`config.mk`:
```
export PLATFORM = sky130hd
export DESIGN_NAME = rfcg_top
export DESIGN_NICKNAME = d
export VERILOG_FILES = /design/src/hw/rfcg_pkg.sv /design/src/hw/rfcg_top.sv /design/src/hw/rfcg_div.sv
export VERILOG_INCLUDE_DIRS = /design/src /design/src/hw
export SDC_FILE = /design/constraint.sdc
export NUM_CORES = 2
export LEC_CHECK = 0
export BUFFER_PORTS_ARGS = -buffer_cell sky130_fd_sc_hd__buf_2
export CAP_MARGIN = 30
export CORE_MARGIN = 2
export CORE_UTILIZATION = 63
export DETAILED_ROUTE_END_ITERATION = 8
export GPL_TIMING_DRIVEN = 0
export PLACE_DENSITY = 0.82
export SYNTH_ARGS = -nofsm -noshare
export SYNTH_HDL_FRONTEND = slang
export SYNTH_SLANG_ARGS = --single-unit
```
`constraint.sdc`:
```
create_clock -name i_clock -period 8.7 [get_ports i_clock]
set_clock_uncertainty 0.15 [all_clocks]
set_input_delay 1.305 -clock i_clock [delete_from_list [all_inputs] [get_ports i_clock]]
set_output_delay 1.305 -clock i_clock [all_outputs]
set_load 0.01 [all_outputs]
```
`src/hw/rfcg_map.svh`:
```
`ifndef RFCG_MAP_SVH
`define RFCG_MAP_SVH

// ----------------------------------------------------------------------
// clock and reference rates
// ----------------------------------------------------------------------
`define RFCG_CLK_HZ 32'h02625a00
`define RFCG_CLK_MHZ 32'h00000028
`define RFCG_REF_HZ 32'h17d78400
`define RFCG_CLK_PS 32'h000061a8
`define RFCG_TICK_PS 32'h000009c4
`define RFCG_EXT5_PS 32'h00030d40
`define RFCG_EXT10_PS 32'h000186a0
`define RFCG_EXT_LO_MHZ 32'h00000005
`define RFCG_EXT_HI_MHZ 32'h0000000a

// ----------------------------------------------------------------------
// control times in ms and reference detection window in us
// ----------------------------------------------------------------------
`define RFCG_CT0_MS 32'h00000001
`define RFCG_CT1_MS 32'h0000000a
`define RFCG_CT2_MS 32'h00000064
`define RFCG_CT3_MS 32'h000003e8
`define RFCG_DET_WIN_US 32'h000003e8

// ----------------------------------------------------------------------
// counter widths
// ----------------------------------------------------------------------
`define RFCG_X_W 32
`define RFCG_Y_W 40
`define RFCG_TMR_W 26
`define RFCG_DET_W 16
`define RFCG_HZ_W 32

`endif

```
`src/hw/rfcg_pkg.sv`:
```
`include "rfcg_map.svh"

package rfcg_pkg;

  // ----------------------------------------------------------------------
  // modes and states
  // ----------------------------------------------------------------------
  typedef enum logic [2:0] {
    ST_IDLE,
    ST_XWAIT,
    ST_ARMED,
    ST_OPEN,
    ST_DIVIDE,
    ST_HOLD
  } rfcg_fsm_t;

  typedef enum logic [1:0] {
    STD_INT,
    STD_EXT5,
    STD_EXT10
  } rfcg_std_t;

  // ----------------------------------------------------------------------
  // carriers at the ports
  // ----------------------------------------------------------------------
  typedef struct packed {
    logic [`RFCG_X_W-1:0] event_count;
    logic [`RFCG_Y_W-1:0] ref_count;
    logic valid;
  } rfcg_counts_t;

  typedef struct packed {
    logic [`RFCG_HZ_W-1:0] hz;
    logic valid;
  } rfcg_freq_t;

  typedef struct packed {
    logic enable;
    logic [`RFCG_HZ_W-1:0] upper;
    logic [`RFCG_HZ_W-1:0] lower;
  } rfcg_limit_t;

  // ----------------------------------------------------------------------
  // module state
  // ----------------------------------------------------------------------
  typedef struct packed {
    rfcg_fsm_t st;
    logic [2:0] sig_sy;
    logic [2:0] arm_sy;
    logic [2:0] ref_sy;
    logic sig_lvl;
    logic arm_lvl;
    logic ref_lvl;
    logic [`RFCG_X_W-1:0] x;
    logic [`RFCG_Y_W-1:0] y;
    logic [`RFCG_TMR_W-1:0] timer;
    logic close_req;
    logic gate;
    logic div_start;
    logic result_valid;
    logic [`RFCG_HZ_W-1:0] freq;
    logic freq_valid;
    logic limit;
    logic [`RFCG_DET_W-1:0] win_cnt;
    logic [`RFCG_DET_W-1:0] ref_edges;
    rfcg_std_t det_sel;
    rfcg_std_t std_sel;
    logic ext_ind;
    logic div10;
    logic out10;
  } rfcg_state_t;

  typedef struct packed {
    logic busy;
    logic done;
    logic [5:0] cnt;
    logic [63:0] num;
    logic [`RFCG_Y_W-1:0] den;
    logic [`RFCG_Y_W:0] rem;
    logic [63:0] quot;
  } rfcg_div_t;

endpackage

```
`src/hw/rfcg_top.sv`:
```
// Function
// RQ1 - two counters share one gate interval
// RQ2 - gate opens on first input edge after arming
// RQ3 - control time elapsed, close on next edge
// RQ4 - hand both counts over after gate closes
// RQ5 - frequency is count ratio times reference rate
// RQ6 - counting reference is 400 MHz
// RQ7 - time resolution of 2.5 ns; y steps by 25 ns or more, one core cycle at best
// RQ8 - auto detect 5 or 10 MHz external reference
// RQ9 - flag external reference in use
// RQ10 - continuous 10 MHz standard output
// RQ11 - internal timed gate or external arm gate
// RQ12 - gate indicator on only while gate open
// RQ13 - limit indicator when result outside limits
// RQ14 - clear before open, hold until read
// RQ15 - reference counter never overflows at max time
`timescale 1ns/1ps
`include "rfcg_map.svh"

module rfcg_top #(
  parameter int P_CT0_CYC = `RFCG_CLK_HZ / 1000 * `RFCG_CT0_MS,
  parameter int P_CT1_CYC = `RFCG_CLK_HZ / 1000 * `RFCG_CT1_MS,
  parameter int P_CT2_CYC = `RFCG_CLK_HZ / 1000 * `RFCG_CT2_MS,
  parameter int P_CT3_CYC = `RFCG_CLK_HZ / 1000 * `RFCG_CT3_MS,
  parameter int P_DET_WIN_CYC = `RFCG_CLK_MHZ * `RFCG_DET_WIN_US
) (
  input wire logic i_clock,
  input wire logic i_reset_n,
  input wire logic i_signal,
  input wire logic i_ext_arm,
  input wire logic i_ref_in,
  input wire logic i_arm,
  input wire logic i_read_done,
  input wire logic i_gate_source_select,
  input wire logic [1:0] i_control_time_sel,
  input wire rfcg_pkg::rfcg_limit_t i_limit,
  output rfcg_pkg::rfcg_counts_t o_result,
  output rfcg_pkg::rfcg_freq_t o_freq,
  output logic o_gate,
  output logic o_limit,
  output logic o_external_standard_indicator,
  output logic o_std_10mhz
);
  import rfcg_pkg::*;

  // ----------------------------------------------------------------------
  // derived constants
  // ----------------------------------------------------------------------
  // the reference count is kept in 2.5 ns ticks of a 400 MHz machine
  // clock; each 25 ns cycle of the core clock is worth ten such ticks
  localparam int STEP_INT = `RFCG_CLK_PS / `RFCG_TICK_PS;
  localparam int STEP_EXT5 = `RFCG_EXT5_PS / `RFCG_TICK_PS;
  localparam int STEP_EXT10 = `RFCG_EXT10_PS / `RFCG_TICK_PS;
  // reference rises that one detection window holds at 5 and at 10 MHz
  localparam int EXP5 = P_DET_WIN_CYC * `RFCG_EXT_LO_MHZ / `RFCG_CLK_MHZ;
  localparam int EXP10 = P_DET_WIN_CYC * `RFCG_EXT_HI_MHZ / `RFCG_CLK_MHZ;

  rfcg_state_t s_r;
  rfcg_state_t s_nxt;
  // divider operands and its one-cycle done pulse
  logic div_done;
  logic [63:0] div_quot;
  logic [63:0] div_num;

  // ----------------------------------------------------------------------
  // helpers
  // ----------------------------------------------------------------------
  // a pin level is taken once the second and third stages agree
  function automatic logic sync_level(input logic [2:0] sy, input logic lvl);
    sync_level = (sy[1] == sy[2]) ? sy[2] : lvl;
  endfunction

  // one-cycle pulse on a rising synchronised level
  function automatic logic rise_of(input logic lvl_nxt, input logic lvl);
    rise_of = lvl_nxt & ~lvl;
  endfunction

  // edge count within one sixty-fourth of the expected value, plus one
  function automatic logic near(input logic [`RFCG_DET_W-1:0] cnt,
                                input int expect_cnt);
    int tol;
    tol = expect_cnt / 64 + 1;
    near = (32'(cnt) + 32'(tol) >= 32'(expect_cnt)) &&
           (32'(cnt) <= 32'(expect_cnt) + 32'(tol));
  endfunction

  // control time selection
  function automatic logic [`RFCG_TMR_W-1:0] ct_last(input logic [1:0] sel);
    case (sel)
      2'h0: ct_last = `RFCG_TMR_W'(P_CT0_CYC - 1);
      2'h1: ct_last = `RFCG_TMR_W'(P_CT1_CYC - 1);
      2'h2: ct_last = `RFCG_TMR_W'(P_CT2_CYC - 1);
      default: ct_last = `RFCG_TMR_W'(P_CT3_CYC - 1);
    endcase
  endfunction

  // ----------------------------------------------------------------------
  // frequency arithmetic
  // ----------------------------------------------------------------------
  // f = x / y * 400 MHz, with y in 2.5 ns ticks [RQ5] [RQ6]
  assign div_num = 64'(s_r.x) * 64'(`RFCG_REF_HZ);

  // quotient is taken when done pulses; a new start overwrites it
  rfcg_div u_div (
    .i_clock(i_clock),
    .i_reset_n(i_reset_n),
    .i_start(s_r.div_start),
    .i_num(div_num),
    .i_den(s_r.y),
    .o_done(div_done),
    .o_quot(div_quot)
  );

  // ----------------------------------------------------------------------
  // next state
  // ----------------------------------------------------------------------
  always_comb begin
    logic sig_rise;
    logic arm_rise;
    logic ref_rise;
    logic tick;
    logic [7:0] step;
    logic [`RFCG_HZ_W-1:0] hz;
    sig_rise = 1'b0;
    arm_rise = 1'b0;
    ref_rise = 1'b0;
    tick = 1'b0;
    step = 8'h00;
    hz = '0;
    s_nxt = s_r;
    s_nxt.div_start = 1'b0;

    // pin synchronisers; the input can be at most 10 MHz here, since
    // every edge must be seen by two samples of the 40 MHz clock
    s_nxt.sig_sy = {s_r.sig_sy[1:0], i_signal};
    s_nxt.arm_sy = {s_r.arm_sy[1:0], i_ext_arm};
    s_nxt.ref_sy = {s_r.ref_sy[1:0], i_ref_in};
    s_nxt.sig_lvl = sync_level(s_r.sig_sy, s_r.sig_lvl);
    s_nxt.arm_lvl = sync_level(s_r.arm_sy, s_r.arm_lvl);
    s_nxt.ref_lvl = sync_level(s_r.ref_sy, s_r.ref_lvl);
    sig_rise = rise_of(s_nxt.sig_lvl, s_r.sig_lvl);
    arm_rise = rise_of(s_nxt.arm_lvl, s_r.arm_lvl);
    ref_rise = rise_of(s_nxt.ref_lvl, s_r.ref_lvl);

    // 10 MHz standard out: the core clock divided by four [RQ10]
    // only as exact as the core clock; not slaved to the external input
    s_nxt.div10 = ~s_r.div10;
    if (s_r.div10) begin
      s_nxt.out10 = ~s_r.out10; // [RQ10]
    end

    // count reference edges over a fixed window and classify them
    // a window cut by a change of reference may misread once; the next
    // full window corrects it, so the standard lags by up to two windows
    if (ref_rise && (s_r.ref_edges != '1)) begin
      s_nxt.ref_edges = s_r.ref_edges + `RFCG_DET_W'(1);
    end
    if (s_r.win_cnt == `RFCG_DET_W'(P_DET_WIN_CYC - 1)) begin
      s_nxt.win_cnt = '0;
      s_nxt.ref_edges = '0;
      if (near(s_r.ref_edges, EXP10)) begin
        s_nxt.det_sel = STD_EXT10; // [RQ8]
      end else if (near(s_r.ref_edges, EXP5)) begin
        s_nxt.det_sel = STD_EXT5; // [RQ8]
      end else begin
        s_nxt.det_sel = STD_INT;
      end
    end else begin
      s_nxt.win_cnt = s_r.win_cnt + `RFCG_DET_W'(1);
    end
    // a switch of standard mid-gate would mix tick units, so it waits
    if (s_r.st != ST_OPEN) begin
      s_nxt.std_sel = s_r.det_sel; // [RQ8]
    end
    s_nxt.ext_ind = (s_r.std_sel != STD_INT); // [RQ9]

    // reference tick and its weight in 2.5 ns units [RQ7]
    // external ticks pass the same three-stage delay as the gate edges,
    // so the delay cancels out of y
    case (s_r.std_sel)
      STD_EXT5: begin
        tick = ref_rise;
        step = 8'(STEP_EXT5);
      end
      STD_EXT10: begin
        tick = ref_rise;
        step = 8'(STEP_EXT10);
      end
      default: begin
        tick = 1'b1;
        step = 8'(STEP_INT);
      end
    endcase

    // measurement sequence
    case (s_r.st)
      ST_IDLE: begin
        s_nxt.gate = 1'b0; // [RQ12]
        if (i_arm) begin
          s_nxt.x = '0; // [RQ14]
          s_nxt.y = '0; // [RQ14]
          s_nxt.timer = '0;
          s_nxt.close_req = 1'b0;
          if (i_gate_source_select) begin
            s_nxt.st = ST_XWAIT; // [RQ11]
          end else begin
            s_nxt.st = ST_ARMED; // [RQ11]
          end
        end
      end
      ST_XWAIT: begin
        // external arm mode: the arm pin edge stands in for the start
        if (arm_rise) begin
          s_nxt.st = ST_ARMED; // [RQ11]
        end
      end
      ST_ARMED: begin
        // the opening rise only starts the gate; x counts from the next one
        if (sig_rise) begin
          s_nxt.gate = 1'b1; // [RQ2] [RQ12]
          s_nxt.st = ST_OPEN; // [RQ2]
        end
      end
      ST_OPEN: begin
        // both counters run inside the same gate [RQ1]
        // 40 bits of 2.5 ns ticks last over 45 minutes [RQ15]
        if (tick) begin
          s_nxt.y = s_r.y + `RFCG_Y_W'(step); // [RQ1] [RQ2]
        end
        if (sig_rise) begin
          s_nxt.x = s_r.x + `RFCG_X_W'(1); // [RQ1]
        end
        // the timer counts core cycles whatever standard feeds y
        if (!s_r.close_req) begin
          if (i_gate_source_select) begin
            s_nxt.close_req = arm_rise; // [RQ11]
          end else if (s_r.timer == ct_last(i_control_time_sel)) begin
            s_nxt.close_req = 1'b1; // [RQ3]
          end else begin
            s_nxt.timer = s_r.timer + `RFCG_TMR_W'(1);
          end
        end
        // closing waits for the next input edge, so x has no count error
        if (sig_rise && s_r.close_req) begin
          s_nxt.gate = 1'b0; // [RQ3] [RQ12]
          s_nxt.result_valid = 1'b1; // [RQ4]
          s_nxt.div_start = 1'b1; // [RQ5]
          s_nxt.st = ST_DIVIDE;
        end
      end
      ST_DIVIDE: begin
        // x and y stand still while the quotient is formed [RQ14]
        // an empty y, from a gate shorter than one external reference period, gives an
        // all-ones quotient that saturates like an overflow
        if (div_done) begin
          hz = (|div_quot[63:32]) ? '1 : div_quot[31:0];
          s_nxt.freq = hz; // [RQ5]
          s_nxt.freq_valid = 1'b1; // [RQ4]
          s_nxt.limit = i_limit.enable &&
                        ((hz > i_limit.upper) ||
                         (hz < i_limit.lower)); // [RQ13]
          s_nxt.st = ST_HOLD;
        end
      end
      ST_HOLD: begin
        // counts hold until the processor says it has read them
        // a new arm is refused until then, so no result is lost unread
        if (i_read_done) begin
          s_nxt.result_valid = 1'b0; // [RQ14]
          s_nxt.freq_valid = 1'b0;
          s_nxt.st = ST_IDLE;
        end
      end
      default: begin
        s_nxt.st = ST_IDLE;
        s_nxt.gate = 1'b0;
      end
    endcase
  end

  // ----------------------------------------------------------------------
  // state register
  // ----------------------------------------------------------------------
  // one register holds all state, so reset and update stay together
  always_ff @(posedge i_clock or negedge i_reset_n) begin
    if (!i_reset_n) begin
      s_r <= '0;
    end else begin
      s_r <= s_nxt;
    end
  end

  // ----------------------------------------------------------------------
  // outputs, all straight from the state register
  // ----------------------------------------------------------------------
  assign o_result.event_count = s_r.x; // [RQ4]
  assign o_result.ref_count = s_r.y; // [RQ4]
  assign o_result.valid = s_r.result_valid;
  assign o_freq.hz = s_r.freq;
  assign o_freq.valid = s_r.freq_valid;
  assign o_gate = s_r.gate;
  assign o_limit = s_r.limit;
  assign o_external_standard_indicator = s_r.ext_ind;
  assign o_std_10mhz = s_r.out10;

endmodule

```
`src/hw/rfcg_div.sv`:
```
`timescale 1ns/1ps
`include "rfcg_map.svh"

module rfcg_div (
  input wire logic i_clock,
  input wire logic i_reset_n,
  input wire logic i_start,
  input wire logic [63:0] i_num,
  input wire logic [`RFCG_Y_W-1:0] i_den,
  output logic o_done,
  output logic [63:0] o_quot
);
  import rfcg_pkg::*;

  rfcg_div_t d_r;
  rfcg_div_t d_nxt;

  // ----------------------------------------------------------------------
  // restoring divider, one quotient bit per cycle
  // ----------------------------------------------------------------------
  // 64 cycles per result; slow but tiny, and a gate lasts far longer
  always_comb begin
    logic [`RFCG_Y_W:0] rem_sh;
    rem_sh = '0;
    d_nxt = d_r;
    d_nxt.done = 1'b0;
    if (!d_r.busy) begin
      if (i_start) begin
        d_nxt.busy = 1'b1;
        d_nxt.cnt = 6'h00;
        d_nxt.num = i_num;
        d_nxt.den = i_den;
        d_nxt.rem = '0;
        d_nxt.quot = 64'h0;
      end
    end else begin
      rem_sh = {d_r.rem[`RFCG_Y_W-1:0], d_r.num[63]};
      d_nxt.num = {d_r.num[62:0], 1'b0};
      if (rem_sh >= {1'b0, d_r.den}) begin
        d_nxt.rem = rem_sh - {1'b0, d_r.den};
        d_nxt.quot = {d_r.quot[62:0], 1'b1};
      end else begin
        d_nxt.rem = rem_sh;
        d_nxt.quot = {d_r.quot[62:0], 1'b0};
      end
      d_nxt.cnt = d_r.cnt + 6'h01;
      if (d_r.cnt == 6'h3f) begin
        d_nxt.busy = 1'b0;
        d_nxt.done = 1'b1;
      end
    end
  end

  // state register
  always_ff @(posedge i_clock or negedge i_reset_n) begin
    if (!i_reset_n) begin
      d_r <= '0;
    end else begin
      d_r <= d_nxt;
    end
  end

  assign o_done = d_r.done;
  assign o_quot = d_r.quot;

endmodule

```
==> results by group <==
Run status
  – Status: finished clean

Worst setup path
  – CP max FO: 10
  – CP most frequent cell: fa_1
  – Worst EP arrival: between 7 and 8 ns
  – Capture instance of the worst register-to-register path: u_div.d_r[198]
  – Worst EP required: 9.02 ns
  – Max stage delay on crit path: 0.73 ns
  – Crit-path slowest cell: dfrtp_1
  – Flop2flop setup slack: roughly 1.6 ns
  – CP startpoint: o_result[51]
  – Cells on worst reg2reg path: 22
  – Critical Path Sink Type: flip-flop
  – FF-to-FF Start: o_result[51]
  – CP Cell Sequence: inv_1 > fa_1 > inv_1 > ha_1 > fa_1 > fa_1 > fa_1 > inv_1 > fa_1 > inv_1 > ha_1 > clkbuf_1 > a21o_1 > a21o_1 > a221oi_1 > nor2_1 > a211oi_1 > o21ai_0 > a211oi_1 > o21ai_0 > xnor2_1 > o21ai_0
  – Critical path class: reg2reg
  – CP Launch Type: flip-flop

Global route
  – Grt ovf: 0
  – Total GRT Usage: 0.307
  – Vias in the first global route: around 27000
  – Antenna violations before repair: 0
  – Global-route wire length before repair: around 140 mm
  – Largest net degree at the start of global routing: ~120

STA
  – # setup viols final: 0
  – Setup repair after global routing missed its margin: no
  – Final Hold Viols: 0
  – Slew @ Worst Pin: 1.04 ns
  – Fin crit share: 0.816
  – Peak Freq: about 140 MHz
  – Normalized max-slew margin: 0.300
  – Fin crit period: between 7 and 8 ns
  – Final WS setup: ~1.6 ns
  – Final count of pins violating max slew: 0

Clock network
  – Worst-Skew Late Latency: 0.62 ns
  – Cts hold-fix bufs: 0
  – CTS resizes: 0
  – Clock sink total: 394
  – CTS Buffer Depth: 3
  – Postcts setup bufs: 0
  – Clk root buf: clkbuf_16
  – CTS tree: done
  – H-tree depth: 2
  – CTS buffer count: 45
  – Reg clk slew, reported paths: 0.06 ns

Run
  – Max cap viols: 0

Yosys
  – Mapped Area: about 34000 µm²
  – Ys async rst share: 1.00
  – Largest area contributor in the synthesized netlist: dfrtp_1
  – Ys flop type: dfrtp_1
  – Yosys reg bits: roughly 390
  – Library cells used by synthesis: 80
  – Syn Area/Cell: between 9 and 10 µm²
  – Sequential fraction of the synthesis area: 0.287
  – Post-synth top area share: 0.287
  – Synth Warn #: 0
  – Synthesized instance count: approximately 3800
  – Synth area leaders: dfrtp_1 29%, fa_1 16%, ha_1 13%
  – EDFF count, synth: 0

Drt
  – WL final: 86.0 mm
  – DRT iter0 DRCs: about 2200
  – Number of remaining DRC errors: 0
  – DR pass1 iterations: 5
  – Via-to-Cell Ratio: roughly 5.7
  – Routed wire per std cell: around 18 µm
  – Vias: between 20000 and 30000
  – Post-route ant nets: 0

Place
  – Dpl ws: about 1.7 ns
  – PortBufs: 183
  – Dpl cells: 4636
  – GPL Wtd Cong: 0.945
  – Post-DP HPWL: ~67 mm

Floorplan
  – Rows: 85
  – Die area: about 56000 µm²
  – Die Ht: ~240 µm
  – Initial Util: 0.638
  – Boundary pin count: 185
  – Die width: approximately 240 µm
  – Placeable core area: between 50000 and 60000 µm²

Worst hold path
  – Worst Hold Path Cells: 0
  – Hold path endpoint: s_nxt[186]
  – Min-delay src: s_nxt[185]
  – HP Class: reg2reg

Cells and area
  – P&R area growth vs syn: 10.1%
  – Share of cells above drive strength 1: 0.111
  – Number of fill cells: approximately 4000
  – Post-route insts no fill: 4714
  – Number of diodes: 0
  – Post-layout net count: 4679
through the flow:
step | TNS, ns | instance area, µm² | utilization | hold slack, ns
after CTS | 0 | 37800 | 0.702 | 0.205
after global placement | -631.27 | 36100 | 0.671 | 0.184
final | 0 | 37800 | 0.703 | 0.200
after floorplan | 0 | 34300 | - | 0.181
after global routing | 0 | 37800 | 0.703 | 0.204
after detailed placement | 0 | 36200 | 0.674 | 0.189
routing by layer:
metal / up-vias / wire length, µm / track usage
met5: - / 0 / 0
met2: 872 / 40600 / 0.509
li1: 12819 / - / -
met4: 0 / 2940 / 0.107
met3: 204 / 5240 / 0.0517
met1: 13127 / 37200 / 0.410
cell families after synthesis:
family	count (synthesis)	share of synthesized area
AND/OR/NAND/NOR	963	0.128
buffers and inverters	785	0.0995
AO/OA/AOI/OAI	716	0.127
adder cells (fa/ha/maj)	619	0.284
flip-flops	394	0.287
XOR/XNOR	209	0.0533
multiplexers	63	0.0200
other	1	0.000109
layout make-up:
type	instances	area [µm²]	share of cell area
Multi-Input combinational cell	2572	21100	0.557
Sequential cell	394	9860	0.261
Inverter	544	2040	0.0540
Buffer	241	1370	0.0363
Clock buffer	61	1300	0.0343
Timing Repair Buffer	190	1040	0.0275
Tap cell	696	871	0.0230
Clock inverter	16	262	0.00692
worst max path at each step:
stage | cells past startpoint | end
finish | 22 | u_div.d_r[198]
global route | 22 | u_div.d_r[205]
CTS | 22 | u_div.d_r[205]
detailed placement | 21 | u_div.d_r[205]
global placement | 1 | s_r[11]
floorplan | 23 | u_div.d_r[198]
Yosys cell counts (all sizes together) (13+ instances only):
| library cell | n |
|---|---|
| fa | 269 |
| xnor2 | 105 |
| nor3 | 49 |
| o21bai | 13 |
| mux2i | 28 |
| a211oi | 16 |
| o21ai | 286 |
| nand2b | 18 |
| nand4 | 60 |
| nand2 | 379 |
| a32oi | 14 |
| nand3 | 79 |
| ha | 347 |
| and3 | 29 |
| nor2b | 16 |
| mux2 | 34 |
| buf | 127 |
| clkbuf | 114 |
| o211ai | 15 |
| nor4 | 14 |
| a31oi | 19 |
| inv | 544 |
| nor2 | 226 |
| a21o | 75 |
| a21oi | 177 |
| or3 | 55 |
| dfrtp | 394 |
| xor2 | 104 |
sequential cells by signal, summed over array words and instances, names as in the netlist:
| name | count |
|---|---|
| o_freq | 33 |
| u_div.o_quot | 64 |
| o_external_standard_indicator | 1 |
| s_nxt | 6 |
| u_div.d_r | 140 |
| o_result | 72 |
| s_r | 74 |
| o_std_10mhz | 1 |
| o_limit | 1 |
| u_div.o_done | 1 |
| o_gate | 1 |
critical path: cells and delay by family, from the launching register on:
| family | cells | cell delay (ns) |
|---|---|---|
| adders and majority gates | 7 | 3.35 |
| AOI/OAI and AO/OA | 8 | 1.90 |
| DFF | 1 | 0.73 |
| buffers and inverters | 5 | 0.59 |
| xor gates and xnor gates | 1 | 0.17 |
| and+or+nand+nor | 1 | 0.07 |
cells in the final DEF, fill, tap and decap left out, drive strengths merged, types with 18 or more instances in the layout:
master  instances
nor2          226
o21ai         286
nand4          60
nor3           49
fa            269
nand3          79
clkbuf        176
and3           29
ha            347
a21o           75
xnor2         105
nand2b         18
or3            55
mux2           34
nand2         379
dfrtp         394
a21oi         177
xor2          104
a31oi          19
mux2i          28
inv           547
buf           316
Power is left out: the tool's default activity adds up to more than one toggle a clock period on the data nets, which glitch-free logic cannot reach.
